**src/fmst_pkg.sv**
```systemverilog
/*
  fmst_pkg: constants, register layout, states and carrier structs for the
  flame monitor self-test and fault logic.
  Assumes a 100 MHz system clock and a 10 ms timebase tick made in the core.
*/
`default_nettype none

package fmst_pkg;

  // clock and timebase
  localparam int unsigned CLK_HZ = 100_000_000;
  localparam int unsigned TICK_MS = 10;
  localparam int unsigned TICK_CYCLES_DFLT = TICK_MS * (CLK_HZ / 1000);

  // timed output delay, in ms as configured, held in ticks
  localparam int unsigned DELAY_MIN_MS = 200;
  localparam int unsigned DELAY_MAX_MS = 12_000;
  localparam int unsigned DELAY_DFLT_MS = 5_000;
  localparam logic [10:0] DELAY_MIN_TICKS = 11'(DELAY_MIN_MS / TICK_MS);
  localparam logic [10:0] DELAY_MAX_TICKS = 11'(DELAY_MAX_MS / TICK_MS);
  localparam logic [10:0] DELAY_DFLT_TICKS = 11'(DELAY_DFLT_MS / TICK_MS);

  // stuck detector: comparator low this long or longer
  localparam int unsigned STUCK_TIME_MS = 3_000;
  localparam logic [11:0] STUCK_TICKS = 12'((STUCK_TIME_MS + TICK_MS - 1) / TICK_MS);

  // no-response limits per sensitivity setting
  localparam int unsigned NORESP0_MS = 1_000;
  localparam int unsigned NORESP1_MS = 2_000;
  localparam int unsigned NORESP2_MS = 3_000;
  localparam int unsigned NORESP3_MS = 4_000;

  // one full sweep of all detectors takes about ten seconds
  localparam int unsigned SWEEP_MS = 10_000;
  localparam int unsigned SWEEP_TICKS = SWEEP_MS / TICK_MS;

  // register byte offsets
  localparam logic [3:0] CFG_OFS = 4'h0;
  localparam logic [3:0] STAT_OFS = 4'h4;

  // config field positions
  localparam int unsigned CFG_DELAY_LSB = 0;
  localparam int unsigned CFG_NDET_LSB = 12;
  localparam int unsigned CFG_SENS_LSB = 16;
  localparam logic [2:0] NDET_M1_DFLT = 3'h7;
  localparam logic [1:0] SENS_DFLT = 2'h0;

  // fault codes
  localparam logic [3:0] CODE_NORESP = 4'h2;
  localparam logic [3:0] CODE_NONE = 4'h8;

  typedef struct packed {
    logic [1:0] sens;
    logic [2:0] ndet_m1;
    logic [10:0] delay;
  } fmst_cfg_s;

  localparam fmst_cfg_s CFG_RESET = '{sens: SENS_DFLT, ndet_m1: NDET_M1_DFLT, delay: DELAY_DFLT_TICKS};

  typedef struct packed {
    logic on;
    logic [3:0] value;
  } fmst_digit_s;

  typedef enum logic [1:0] {
    SEQ_IDLE = 2'b00,
    SEQ_LIGHT = 2'b01,
    SEQ_DARK = 2'b10,
    SEQ_DWELL = 2'b11
  } fmst_seq_e;

endpackage : fmst_pkg

`default_nettype wire

```
**src/fmst_core.sv**
```systemverilog
/*
  fmst_core: flame monitor relay drive, automatic optical integrity check
  sequencer, sensitivity timers, priority fault encoder and display latches,
  with an Avalon-MM slave for configuration and status.
  Assumes all comparator and switch inputs are already synchronous to mclk_i
  and debounced; relay outputs are high while the relay is energized.
*/
// The register addresses and the Avalon-MM interface to the registers were left to the implementer.
// Contract
// RQ1 - fire signal energizes instant relay and its lamp at once.
// RQ2 - timed relay and lamp only after fire holds unbroken for the delay.
// RQ3 - fire dropping early clears delay count; timing restarts from zero.
// RQ4 - delay configurable 0.2 to 12 seconds, default 5 seconds.
// RQ5 - self-test runs continuously, each detector about six times a minute.
// RQ6 - select, light lamp, await return, lamp off, await end, advance.
// RQ7 - self-test comparator 1 means no UV, 0 means some UV.
// RQ8 - stuck fault when comparator stays 0 three seconds or longer.
// RQ9 - no-response fault when comparator stays 1 beyond sensitivity period.
// RQ10 - on UV, lamp off and next selected; light it once UV gone.
// RQ11 - after last configured detector wrap to first, forever unless bypass.
// RQ12 - fault drops relay, lights trouble lamp, shows code and detector.
// RQ13 - display priority 7,6,5,4,3,2,1,0, then 8.
// RQ14 - encoder takes eight fault lines, gives 3-bit highest active code.
// RQ15 - inputs: four wiring, two sensitivity timers, integrator, inverter.
// RQ16 - any active fault drops fault relay and feeds code display.
// RQ17 - no active fault line displays 8, the lowest priority.
// RQ18 - display enabled only with relay dropped; holds digit in run.
// RQ19 - first fault code stays latched until bypass entered.
// RQ20 - bypass shows highest active fault, stepping down as faults clear.
// RQ21 - no-response fault shows currently selected detector number.
// RQ22 - reset button re-energizes fault relay after fault or system test.
// RQ23 - bypass disables relays, stops self-test, lights lamp and digits.
`timescale 1ns/1ps
`default_nettype none

module fmst_core
  import fmst_pkg::*;
#(
  parameter int unsigned TICK_CYCLES = TICK_CYCLES_DFLT
) (
  // clock and reset
  input wire logic mclk_i,
  input wire logic reset_i,
  // avalon-mm slave
  input wire logic [3:0] avs_address_i,
  input wire logic avs_read_i,
  input wire logic avs_write_i,
  input wire logic [31:0] avs_writedata_i,
  input wire logic [3:0] avs_byteenable_i,
  output logic [31:0] avs_readdata_o,
  output logic avs_waitrequest_o,
  // analog front end comparators
  input wire logic fire_i,
  input wire logic test_cmp_i,
  input wire logic [3:0] wiring_fault_i,
  input wire logic integ_fault_i,
  input wire logic power_fault_i,
  // front panel switches
  input wire logic bypass_i,
  input wire logic reset_btn_i,
  // relays and lamps
  output logic instant_relay_o,
  output logic immediate_output_lamp_o,
  output logic timed_relay_o,
  output logic delayed_output_lamp_o,
  output logic fault_relay_o,
  output logic trouble_lamp_o,
  // optical integrity check lamps
  output logic [2:0] optical_integrity_check_sel_o,
  output logic optical_integrity_check_lamp_o,
  // two-digit display
  output fmst_digit_s det_digit_o,
  output fmst_digit_s fault_digit_o
);

  // highest active fault line, or 8 when none
  function automatic logic [3:0] fmst_penc(input logic [7:0] lines);
    logic [3:0] code;
    code = CODE_NONE; // [RQ17]
    for (int i = 0; i < 8; i++) begin
      if (lines[i]) begin
        code = {1'b0, 3'(i)}; // [RQ13] [RQ14]
      end
    end
    return code;
  endfunction : fmst_penc

  // dwell between detectors so a full sweep takes about ten seconds
  function automatic logic [10:0] fmst_dwell(input logic [2:0] ndet_m1);
    logic [10:0] t;
    case (ndet_m1)
      3'h0: t = 11'(SWEEP_TICKS / 1);
      3'h1: t = 11'(SWEEP_TICKS / 2);
      3'h2: t = 11'(SWEEP_TICKS / 3);
      3'h3: t = 11'(SWEEP_TICKS / 4);
      3'h4: t = 11'(SWEEP_TICKS / 5);
      3'h5: t = 11'(SWEEP_TICKS / 6);
      3'h6: t = 11'(SWEEP_TICKS / 7);
      default: t = 11'(SWEEP_TICKS / 8);
    endcase
    return t;
  endfunction : fmst_dwell

  function automatic logic [11:0] fmst_noresp(input logic [1:0] sens);
    logic [11:0] t;
    case (sens)
      2'h0: t = 12'(NORESP0_MS / TICK_MS);
      2'h1: t = 12'(NORESP1_MS / TICK_MS);
      2'h2: t = 12'(NORESP2_MS / TICK_MS);
      default: t = 12'(NORESP3_MS / TICK_MS);
    endcase
    return t;
  endfunction : fmst_noresp

  // state
  fmst_cfg_s cfg_reg, cfg_next;
  logic [19:0] tick_pre_reg;
  logic [19:0] fire_pre_reg;
  logic [10:0] fire_cnt_reg;
  logic [11:0] stuck_cnt_reg;
  logic [11:0] noresp_cnt_reg;
  logic [10:0] dwell_cnt_reg;
  logic stuck_flt_reg;
  logic noresp_flt_reg;
  fmst_seq_e seq_reg;
  logic [2:0] sel_reg;
  logic latch_reg;
  logic held_reg;
  // sequencer next values
  fmst_seq_e seq_next;
  logic [2:0] sel_next;
  logic [10:0] dwell_next;
  logic lamp_next;

  // decode
  wire tick = (tick_pre_reg == 20'(TICK_CYCLES - 1));
  wire fire_tick = (fire_pre_reg == 20'(TICK_CYCLES - 1));
  wire uv_seen = ~test_cmp_i; // [RQ7]
  wire [7:0] flt_lines = {integ_fault_i, wiring_fault_i, noresp_flt_reg, power_fault_i, stuck_flt_reg}; // [RQ15]
  wire fault_any = |flt_lines;
  wire [3:0] live_code = fmst_penc(flt_lines);
  wire [3:0] sel_num = {1'b0, sel_reg} + 4'h1;
  wire last_det = (sel_reg >= cfg_reg.ndet_m1);
  wire [2:0] sel_adv = last_det ? 3'h0 : sel_reg + 3'h1; // [RQ11]
  wire timed_due = fire_i && (fire_cnt_reg >= cfg_reg.delay);
  wire [11:0] noresp_lim = fmst_noresp(cfg_reg.sens);
  wire [10:0] dwell_lim = fmst_dwell(cfg_reg.ndet_m1);
  wire bus_req = avs_read_i | avs_write_i;
  wire bus_take = bus_req & avs_waitrequest_o;
  wire cfg_wr = avs_write_i & ~avs_waitrequest_o & (avs_address_i == CFG_OFS);
  wire [31:0] be_mask;
  wire [31:0] cfg_word = {14'h0, cfg_reg.sens, 1'b0, cfg_reg.ndet_m1, 1'b0, cfg_reg.delay};
  wire [31:0] cfg_merged = (cfg_word & ~be_mask) | (avs_writedata_i & be_mask);
  wire [10:0] delay_wr = cfg_merged[CFG_DELAY_LSB +: 11];
  wire [31:0] stat_word = {8'h0, flt_lines, optical_integrity_check_lamp_o, optical_integrity_check_sel_o,
                           det_digit_o.value, fault_digit_o.value, bypass_i, fault_relay_o,
                           timed_relay_o, instant_relay_o};
  wire [31:0] rd_mux = (avs_address_i == CFG_OFS) ? cfg_word :
                       (avs_address_i == STAT_OFS) ? stat_word : 32'h0;
  // relay, sensitivity timer and display decode, so the register blocks below stay plain
  wire inst_drive = fire_i & ~bypass_i;
  wire timed_drive = timed_due & ~bypass_i;
  wire relay_drop = latch_reg | fault_any | bypass_i;
  wire noresp_armed = !uv_seen && (seq_reg == SEQ_LIGHT);
  wire show_run = latch_reg | fault_any;
  wire det_shown = (live_code == CODE_NORESP);

  // one mask byte per write lane
  for (genvar g = 0; g < 4; g++) begin : g_lane
    assign be_mask[8*g +: 8] = {8{avs_byteenable_i[g]}};
  end

  // config write: delay clamped into its legal range
  always_comb begin
    cfg_next = cfg_reg;
    if (cfg_wr) begin
      cfg_next.sens = cfg_merged[CFG_SENS_LSB +: 2];
      cfg_next.ndet_m1 = cfg_merged[CFG_NDET_LSB +: 3];
      cfg_next.delay = (delay_wr < DELAY_MIN_TICKS) ? DELAY_MIN_TICKS :
                       (delay_wr > DELAY_MAX_TICKS) ? DELAY_MAX_TICKS : delay_wr; // [RQ4]
    end
  end

  // bus slave: one wait cycle, write lands when waitrequest is seen low
  always_ff @(posedge mclk_i) begin
    if (reset_i) begin
      cfg_reg <= CFG_RESET;
      avs_waitrequest_o <= 1'b1;
      avs_readdata_o <= 32'h0;
    end else begin
      cfg_reg <= cfg_next;
      avs_waitrequest_o <= ~bus_take;
      if (bus_take) begin
        avs_readdata_o <= rd_mux;
      end
    end
  end

  // shared 10 ms timebase for test timers
  always_ff @(posedge mclk_i) begin
    if (reset_i) begin
      tick_pre_reg <= 20'h0;
    end else begin
      tick_pre_reg <= tick ? 20'h0 : tick_pre_reg + 20'h1;
    end
  end

  // fire timing has its own prescaler so a new fire starts a full delay
  always_ff @(posedge mclk_i) begin
    if (reset_i || !fire_i) begin
      fire_pre_reg <= 20'h0; // [RQ3]
      fire_cnt_reg <= 11'h0; // [RQ3]
    end else begin
      fire_pre_reg <= fire_tick ? 20'h0 : fire_pre_reg + 20'h1;
      if (fire_tick && fire_cnt_reg != DELAY_MAX_TICKS) begin
        fire_cnt_reg <= fire_cnt_reg + 11'h1; // [RQ2]
      end
    end
  end

  // relay drive; bypass isolates the loads
  always_ff @(posedge mclk_i) begin
    if (reset_i) begin
      instant_relay_o <= 1'b0;
      immediate_output_lamp_o <= 1'b0;
      timed_relay_o <= 1'b0;
      delayed_output_lamp_o <= 1'b0;
      fault_relay_o <= 1'b0;
      trouble_lamp_o <= 1'b1;
    end else begin
      instant_relay_o <= inst_drive; // [RQ1] [RQ23]
      immediate_output_lamp_o <= inst_drive; // [RQ1]
      timed_relay_o <= timed_drive; // [RQ2] [RQ23]
      delayed_output_lamp_o <= timed_drive; // [RQ2]
      fault_relay_o <= ~relay_drop; // [RQ12] [RQ16] [RQ23]
      trouble_lamp_o <= relay_drop; // [RQ12] [RQ23]
    end
  end

  // fault latch: a new fault wins over a reset press in the same cycle
  always_ff @(posedge mclk_i) begin
    if (reset_i) begin
      latch_reg <= 1'b1;
    end else if (fault_any || bypass_i) begin
      latch_reg <= 1'b1; // [RQ16]
    end else if (reset_btn_i) begin
      latch_reg <= 1'b0; // [RQ22]
    end
  end

  // sensitivity timers
  always_ff @(posedge mclk_i) begin
    if (reset_i) begin
      stuck_cnt_reg <= 12'h0;
      noresp_cnt_reg <= 12'h0;
      stuck_flt_reg <= 1'b0;
      noresp_flt_reg <= 1'b0;
    end else begin
      if (!uv_seen) begin
        stuck_cnt_reg <= 12'h0;
      end else if (tick && stuck_cnt_reg != STUCK_TICKS) begin
        stuck_cnt_reg <= stuck_cnt_reg + 12'h1;
      end
      stuck_flt_reg <= uv_seen && (stuck_cnt_reg >= STUCK_TICKS); // [RQ8]
      // only a lit lamp expects a return; dark dwell is not a miss
      if (!noresp_armed) begin
        noresp_cnt_reg <= 12'h0;
      end else if (tick && noresp_cnt_reg != 12'hFFF) begin
        noresp_cnt_reg <= noresp_cnt_reg + 12'h1;
      end
      noresp_flt_reg <= noresp_armed && (noresp_cnt_reg > noresp_lim); // [RQ9]
    end
  end

  // test lamp sequencer: a lamp is only lit from a dark, settled comparator
  always_comb begin
    seq_next = seq_reg;
    sel_next = sel_reg;
    dwell_next = dwell_cnt_reg;
    lamp_next = optical_integrity_check_lamp_o;
    if (bypass_i) begin
      seq_next = SEQ_IDLE; // [RQ23]
      lamp_next = 1'b0;
    end else begin
      case (seq_reg)
        SEQ_IDLE: begin
          seq_next = SEQ_DARK; // [RQ5]
          if (last_det && sel_reg != cfg_reg.ndet_m1) begin
            sel_next = 3'h0;
          end
        end
        SEQ_LIGHT: begin
          lamp_next = 1'b1; // [RQ6]
          if (uv_seen) begin
            lamp_next = 1'b0; // [RQ10]
            sel_next = sel_adv; // [RQ10] [RQ11]
            seq_next = SEQ_DARK;
          end
        end
        SEQ_DARK: begin
          lamp_next = 1'b0;
          dwell_next = 11'h0;
          if (!uv_seen) begin
            seq_next = SEQ_DWELL; // [RQ6] [RQ10]
          end
        end
        SEQ_DWELL: begin
          if (uv_seen) begin
            seq_next = SEQ_DARK;
          end else if (dwell_cnt_reg >= dwell_lim) begin
            lamp_next = 1'b1; // [RQ6]
            seq_next = SEQ_LIGHT;
          end else if (tick) begin
            dwell_next = dwell_cnt_reg + 11'h1; // [RQ5]
          end
        end
        default: begin
          seq_next = SEQ_IDLE;
        end
      endcase
    end
  end

  always_ff @(posedge mclk_i) begin
    if (reset_i) begin
      seq_reg <= SEQ_IDLE;
      sel_reg <= 3'h0;
      dwell_cnt_reg <= 11'h0;
      optical_integrity_check_lamp_o <= 1'b0;
    end else begin
      seq_reg <= seq_next;
      sel_reg <= sel_next;
      dwell_cnt_reg <= dwell_next;
      optical_integrity_check_lamp_o <= lamp_next;
    end
  end

  // registered copy of the selection; it settles long before the lamp lights
  always_ff @(posedge mclk_i) begin
    if (reset_i) begin
      optical_integrity_check_sel_o <= 3'h0;
    end else begin
      optical_integrity_check_sel_o <= sel_reg;
    end
  end

  // display: live in bypass, first code frozen in run while relay dropped
  always_ff @(posedge mclk_i) begin
    if (reset_i) begin
      held_reg <= 1'b0;
      fault_digit_o <= '{on: 1'b0, value: CODE_NONE};
      det_digit_o <= '{on: 1'b0, value: 4'h0};
    end else if (bypass_i) begin
      held_reg <= 1'b0; // [RQ19]
      fault_digit_o <= '{on: 1'b1, value: live_code}; // [RQ20] [RQ23]
      det_digit_o <= '{on: 1'b1, value: sel_num}; // [RQ23]
    end else if (show_run) begin
      if (!held_reg) begin
        held_reg <= 1'b1; // [RQ18] [RQ19]
        fault_digit_o <= '{on: 1'b1, value: live_code}; // [RQ12]
        det_digit_o <= '{on: det_shown, value: sel_num}; // [RQ21]
      end
    end else begin
      held_reg <= 1'b0;
      fault_digit_o <= '{on: 1'b0, value: CODE_NONE}; // [RQ18]
      det_digit_o <= '{on: 1'b0, value: 4'h0};
    end
  end

endmodule : fmst_core

`default_nettype wire

```
**config.mk**
```make
export PLATFORM = sky130hd
export DESIGN_NAME = fmst_core
export DESIGN_NICKNAME = d
export VERILOG_FILES = /design/src/fmst_pkg.sv /design/src/fmst_core.sv
export SDC_FILE = /design/constraint.sdc
export NUM_CORES = 1
export LEC_CHECK = 0
export ABC_AREA = 1
export BUFFER_PORTS_ARGS = -buffer_cell sky130_fd_sc_hd__buf_2
export CAP_MARGIN = 20
export CORE_MARGIN = 8
export CORE_UTILIZATION = 40
export DETAILED_ROUTE_END_ITERATION = 10
export PLACE_DENSITY = 0.57
export SYNTH_ARGS = -nofsm -noshare
export SYNTH_HDL_FRONTEND = slang
export SYNTH_SLANG_ARGS = --single-unit
```
**constraint.sdc**
```tcl
create_clock -name mclk_i -period 2.8 [get_ports mclk_i]
set_input_delay 0.56 -clock mclk_i [delete_from_list [all_inputs] [get_ports mclk_i]]
set_output_delay 0.56 -clock mclk_i [all_outputs]
set_load 0.005 [all_outputs]
```
==> qor.yml <==
setup_path:
  critPathLaunchType: "register"
  crit_top_cell: "nand2_1"
  max_stage_delay_ns: 0.42
  path_max_fanout: 17
  worst-r2r-cell-count: 16
  arrival_ns: 2.77
  crit_path_top_delay_cell: "dfxtp_1"
  r2r-end: "dwell_cnt_reg[5]"
  critPathRequiredTime_ns: 3.11
  crit_type: "register to register"
  cp.buffers_inverters: 3
  r2r_setup_slack_ns: 0.34
  path_delay_family: "simple AND/OR/NAND/NOR gates"
  path_cells: "inv_1 -> nor2_2 -> nor2_1 -> nor2_1 -> ha_1 -> nand2_1 -> inv_1 -> a21oi_1 -> nand2_1 -> nand2_1 -> nand2_1 -> nand2_1 -> buf_4 -> nand4_1 -> nand2_1 -> nor2_1"
  worst_setup_path_end_kind: "register"
hold_path:
  holdPathStages: 3
  hp-start: "avs_writedata_i[14]"
  hp-class: "input port to register"
cells_and_area:
  final_cells: 1652
  fin_nets: 1462
  largest_reg_flops: 24
  design_area_mm2: 0.00999
  diodes: 0
  syn_to_final_growth_pct: 14.3
  final_common_cell: "nand2_1"
  drive_gt1_frac: 0.117
  layout_common_cells: "nand2_1 (305), inv_1 (167), dfxtp_1 (154)"
floorplanning:
  die_w_um: 164
  die_h_um: 164
  fp-row-count: 54
  floorplan.initialDensity: 0.404
  core-area_mm2: 0.0216
  ios: 107
  die_area_mm2: 0.0268
sta:
  max-slew-margin-rel: 0.576
  post-route-worst-setup-slack_ns: 0.339
  max_freq_mhz: 406
  finalSetupViolations: 0
  grt_setup_unrepaired: "no"
  min_period_over_period: 0.879
  fin_setup_tns_ns: 0
  skew_ns: 0.0118
  finalHoldViolCount: 0
  fin_crit_ns: 2.46
  tightest_slew_ns: 0.634
  slew_viol_final: 0
logic_synthesis:
  syn_inst: 1280
  async_reset_ff_frac: 0
  synth_cell_types: 46
  synth_seq_cells: 154
  synth_edf_count: 0
  synth_area_per_cell_um2: 6.82
  seq_area_frac_synth: 0.353
  yosysWarningCount: 0
  synth_ff_type: "dfxtp_1"
  syn-cell-area_mm2: 0.00874
flow_run:
  maxCapViolCount: 0
drt:
  detail-route-antenna-nets: 0
  drcViolationCount: 0
  routedWlPerCell_um: 13.0
  first_pass_iters: 5
  drtIter0Drc: 421
  viasPerCell: 4.92
  dr_total_vias: 8123
  wirelength_mm: 21.5
pwr:
  peakVddDrop_v: 0.000347
  p_per_area_mw_per_mm2: 487
  cellLeakagePower_nw: 4.24
cts:
  clk_latency_ns: 0.42
  cts_tree: "yes"
  cts_htree_levels: 4
  clkTransAtPathRegs_ns: 0.06
  clkSinkCount: 154
  cts_buffer_depth: 2
  cts-root-buf: "clkbuf_16"
  hold_buffers: 0
  cts_inserted_buffers: 17
placement:
  dpl.hpwl_mm: 16.2
  dpl.cell_count: 1620
  portBuffers: 81
  globalplace.congestion: 0.846
  place_area_mm2: 0.00941
  dp_slack_ns: 0.311
global_route:
  grt_max_degree: 34
  grt_pass1_wl_mm: 35.7
  grt_usage: 0.161
  grt_pass1_vias: 7410
  grt_overflow: 0
  antenna_found_initial: 1
status:
  status: "completed"
[routing by layer]
metal,GRT usage,vias to the layer above,part of all wire
li1,-,4320,-
met1,0.218,3640,0.49
met2,0.257,145,0.44
met3,0.0308,16,0.052
met4,0.0413,2,0.0089
met5,0,-,0.00060
[through the flow]
stage	hold WS (ns)	power, mW	utilization
after floorplan	0.418	2.51	-
after global placement	0.430	2.63	0.435
after detailed placement	0.440	2.64	0.435
after CTS	0.337	4.93	0.462
after global routing	0.348	5.06	0.462
final	0.359	4.86	0.462
[worst reg2reg max path, stage by stage (launching register included)]
cell     delay, ns
dfxtp_1       0.42
inv_1         0.15
nor2_2        0.16
nor2_1        0.06
nor2_1        0.13
ha_1          0.26
nand2_1       0.09
inv_1         0.04
a21oi_1       0.17
nand2_1       0.08
nand2_1       0.08
nand2_1       0.09
nand2_1       0.13
buf_4         0.23
nand4_1       0.12
nand2_1       0.09
nor2_1        0.04
[synth_stat cells (2+ instances only)]
cell	instances	share of area
clkinv_1	3	0.0013
o21a_1	3	0.0026
a31oi_1	11	0.0079
buf_2	7	0.0040
dfxtp_1	154	0.35
nor3b_1	3	0.0026
or2_2	4	0.0029
o221ai_1	16	0.016
nand3b_1	2	0.0017
o21bai_1	4	0.0034
nor3_1	29	0.017
nor2_1	147	0.063
nand2_1	305	0.13
xor2_1	28	0.028
o21ai_0	45	0.026
a21oi_1	108	0.062
o2111ai_1	2	0.0020
o21ai_1	8	0.0046
nand3_1	63	0.036
inv_1	167	0.072
nor2_2	9	0.0064
nand2_2	3	0.0021
ha_1	49	0.070
buf_4	12	0.010
nand3_2	6	0.0069
o211ai_1	2	0.0017
xnor2_1	5	0.0050
clkbuf_1	20	0.0086
nand4_1	38	0.027
inv_2	2	0.00086
nor4_1	6	0.0043
nor3_2	5	0.0057
[final cells by class]
type / instances / area [um2]
multi-input cells: 920 / 4820
inverters: 172 / 646
fillers: 2241 / 11600
flip-flops and latches: 154 / 3080
repair buffers: 94 / 515
clock inverters: 12 / 125
well taps: 280 / 350
clock buffers: 20 / 447
[power by group]
group,leakage [nW],switching [mW],internal (mW)
Sequential,1.25,0.0387,2.23
Combinational,2.71,0.196,0.117
Clock,0.276,0.945,1.33
Total,4.24,1.18,3.68
[how the worst max path moves through the flow]
stage	start	end	slack (ns)	cells past startpoint
6_report	register	dwell_cnt_reg[5]	0.34	16
5_1_grt	register	dwell_cnt_reg[0]	0.04	16
4_1_cts	register	dwell_cnt_reg[5]	0.30	16
3_5_place_dp	register	dwell_cnt_reg[5]	0.31	16
3_3_place_gp	register	dwell_cnt_reg[4]	0.36	16
2_1_floorplan	register	dwell_cnt_reg[7]	0.73	17
[cell families after synthesis]
| logic type | Yosys count | synth area share |
|---|---|---|
| buf+inv | 213 | 0.0985 |
| compound gates | 202 | 0.129 |
| fa+ha+maj | 49 | 0.0702 |
| simple gates | 628 | 0.316 |
| xor+xnor | 33 | 0.0331 |
| flops | 154 | 0.353 |
| other cells | 1 | 0.000429 |
[timing repair]
action | CTS | global route
gates resized for setup | 0 | 1
setup endpoints to repair | 0 | 6
setup buffers | 0 | 0
Power figures use the tool's default switching activity.
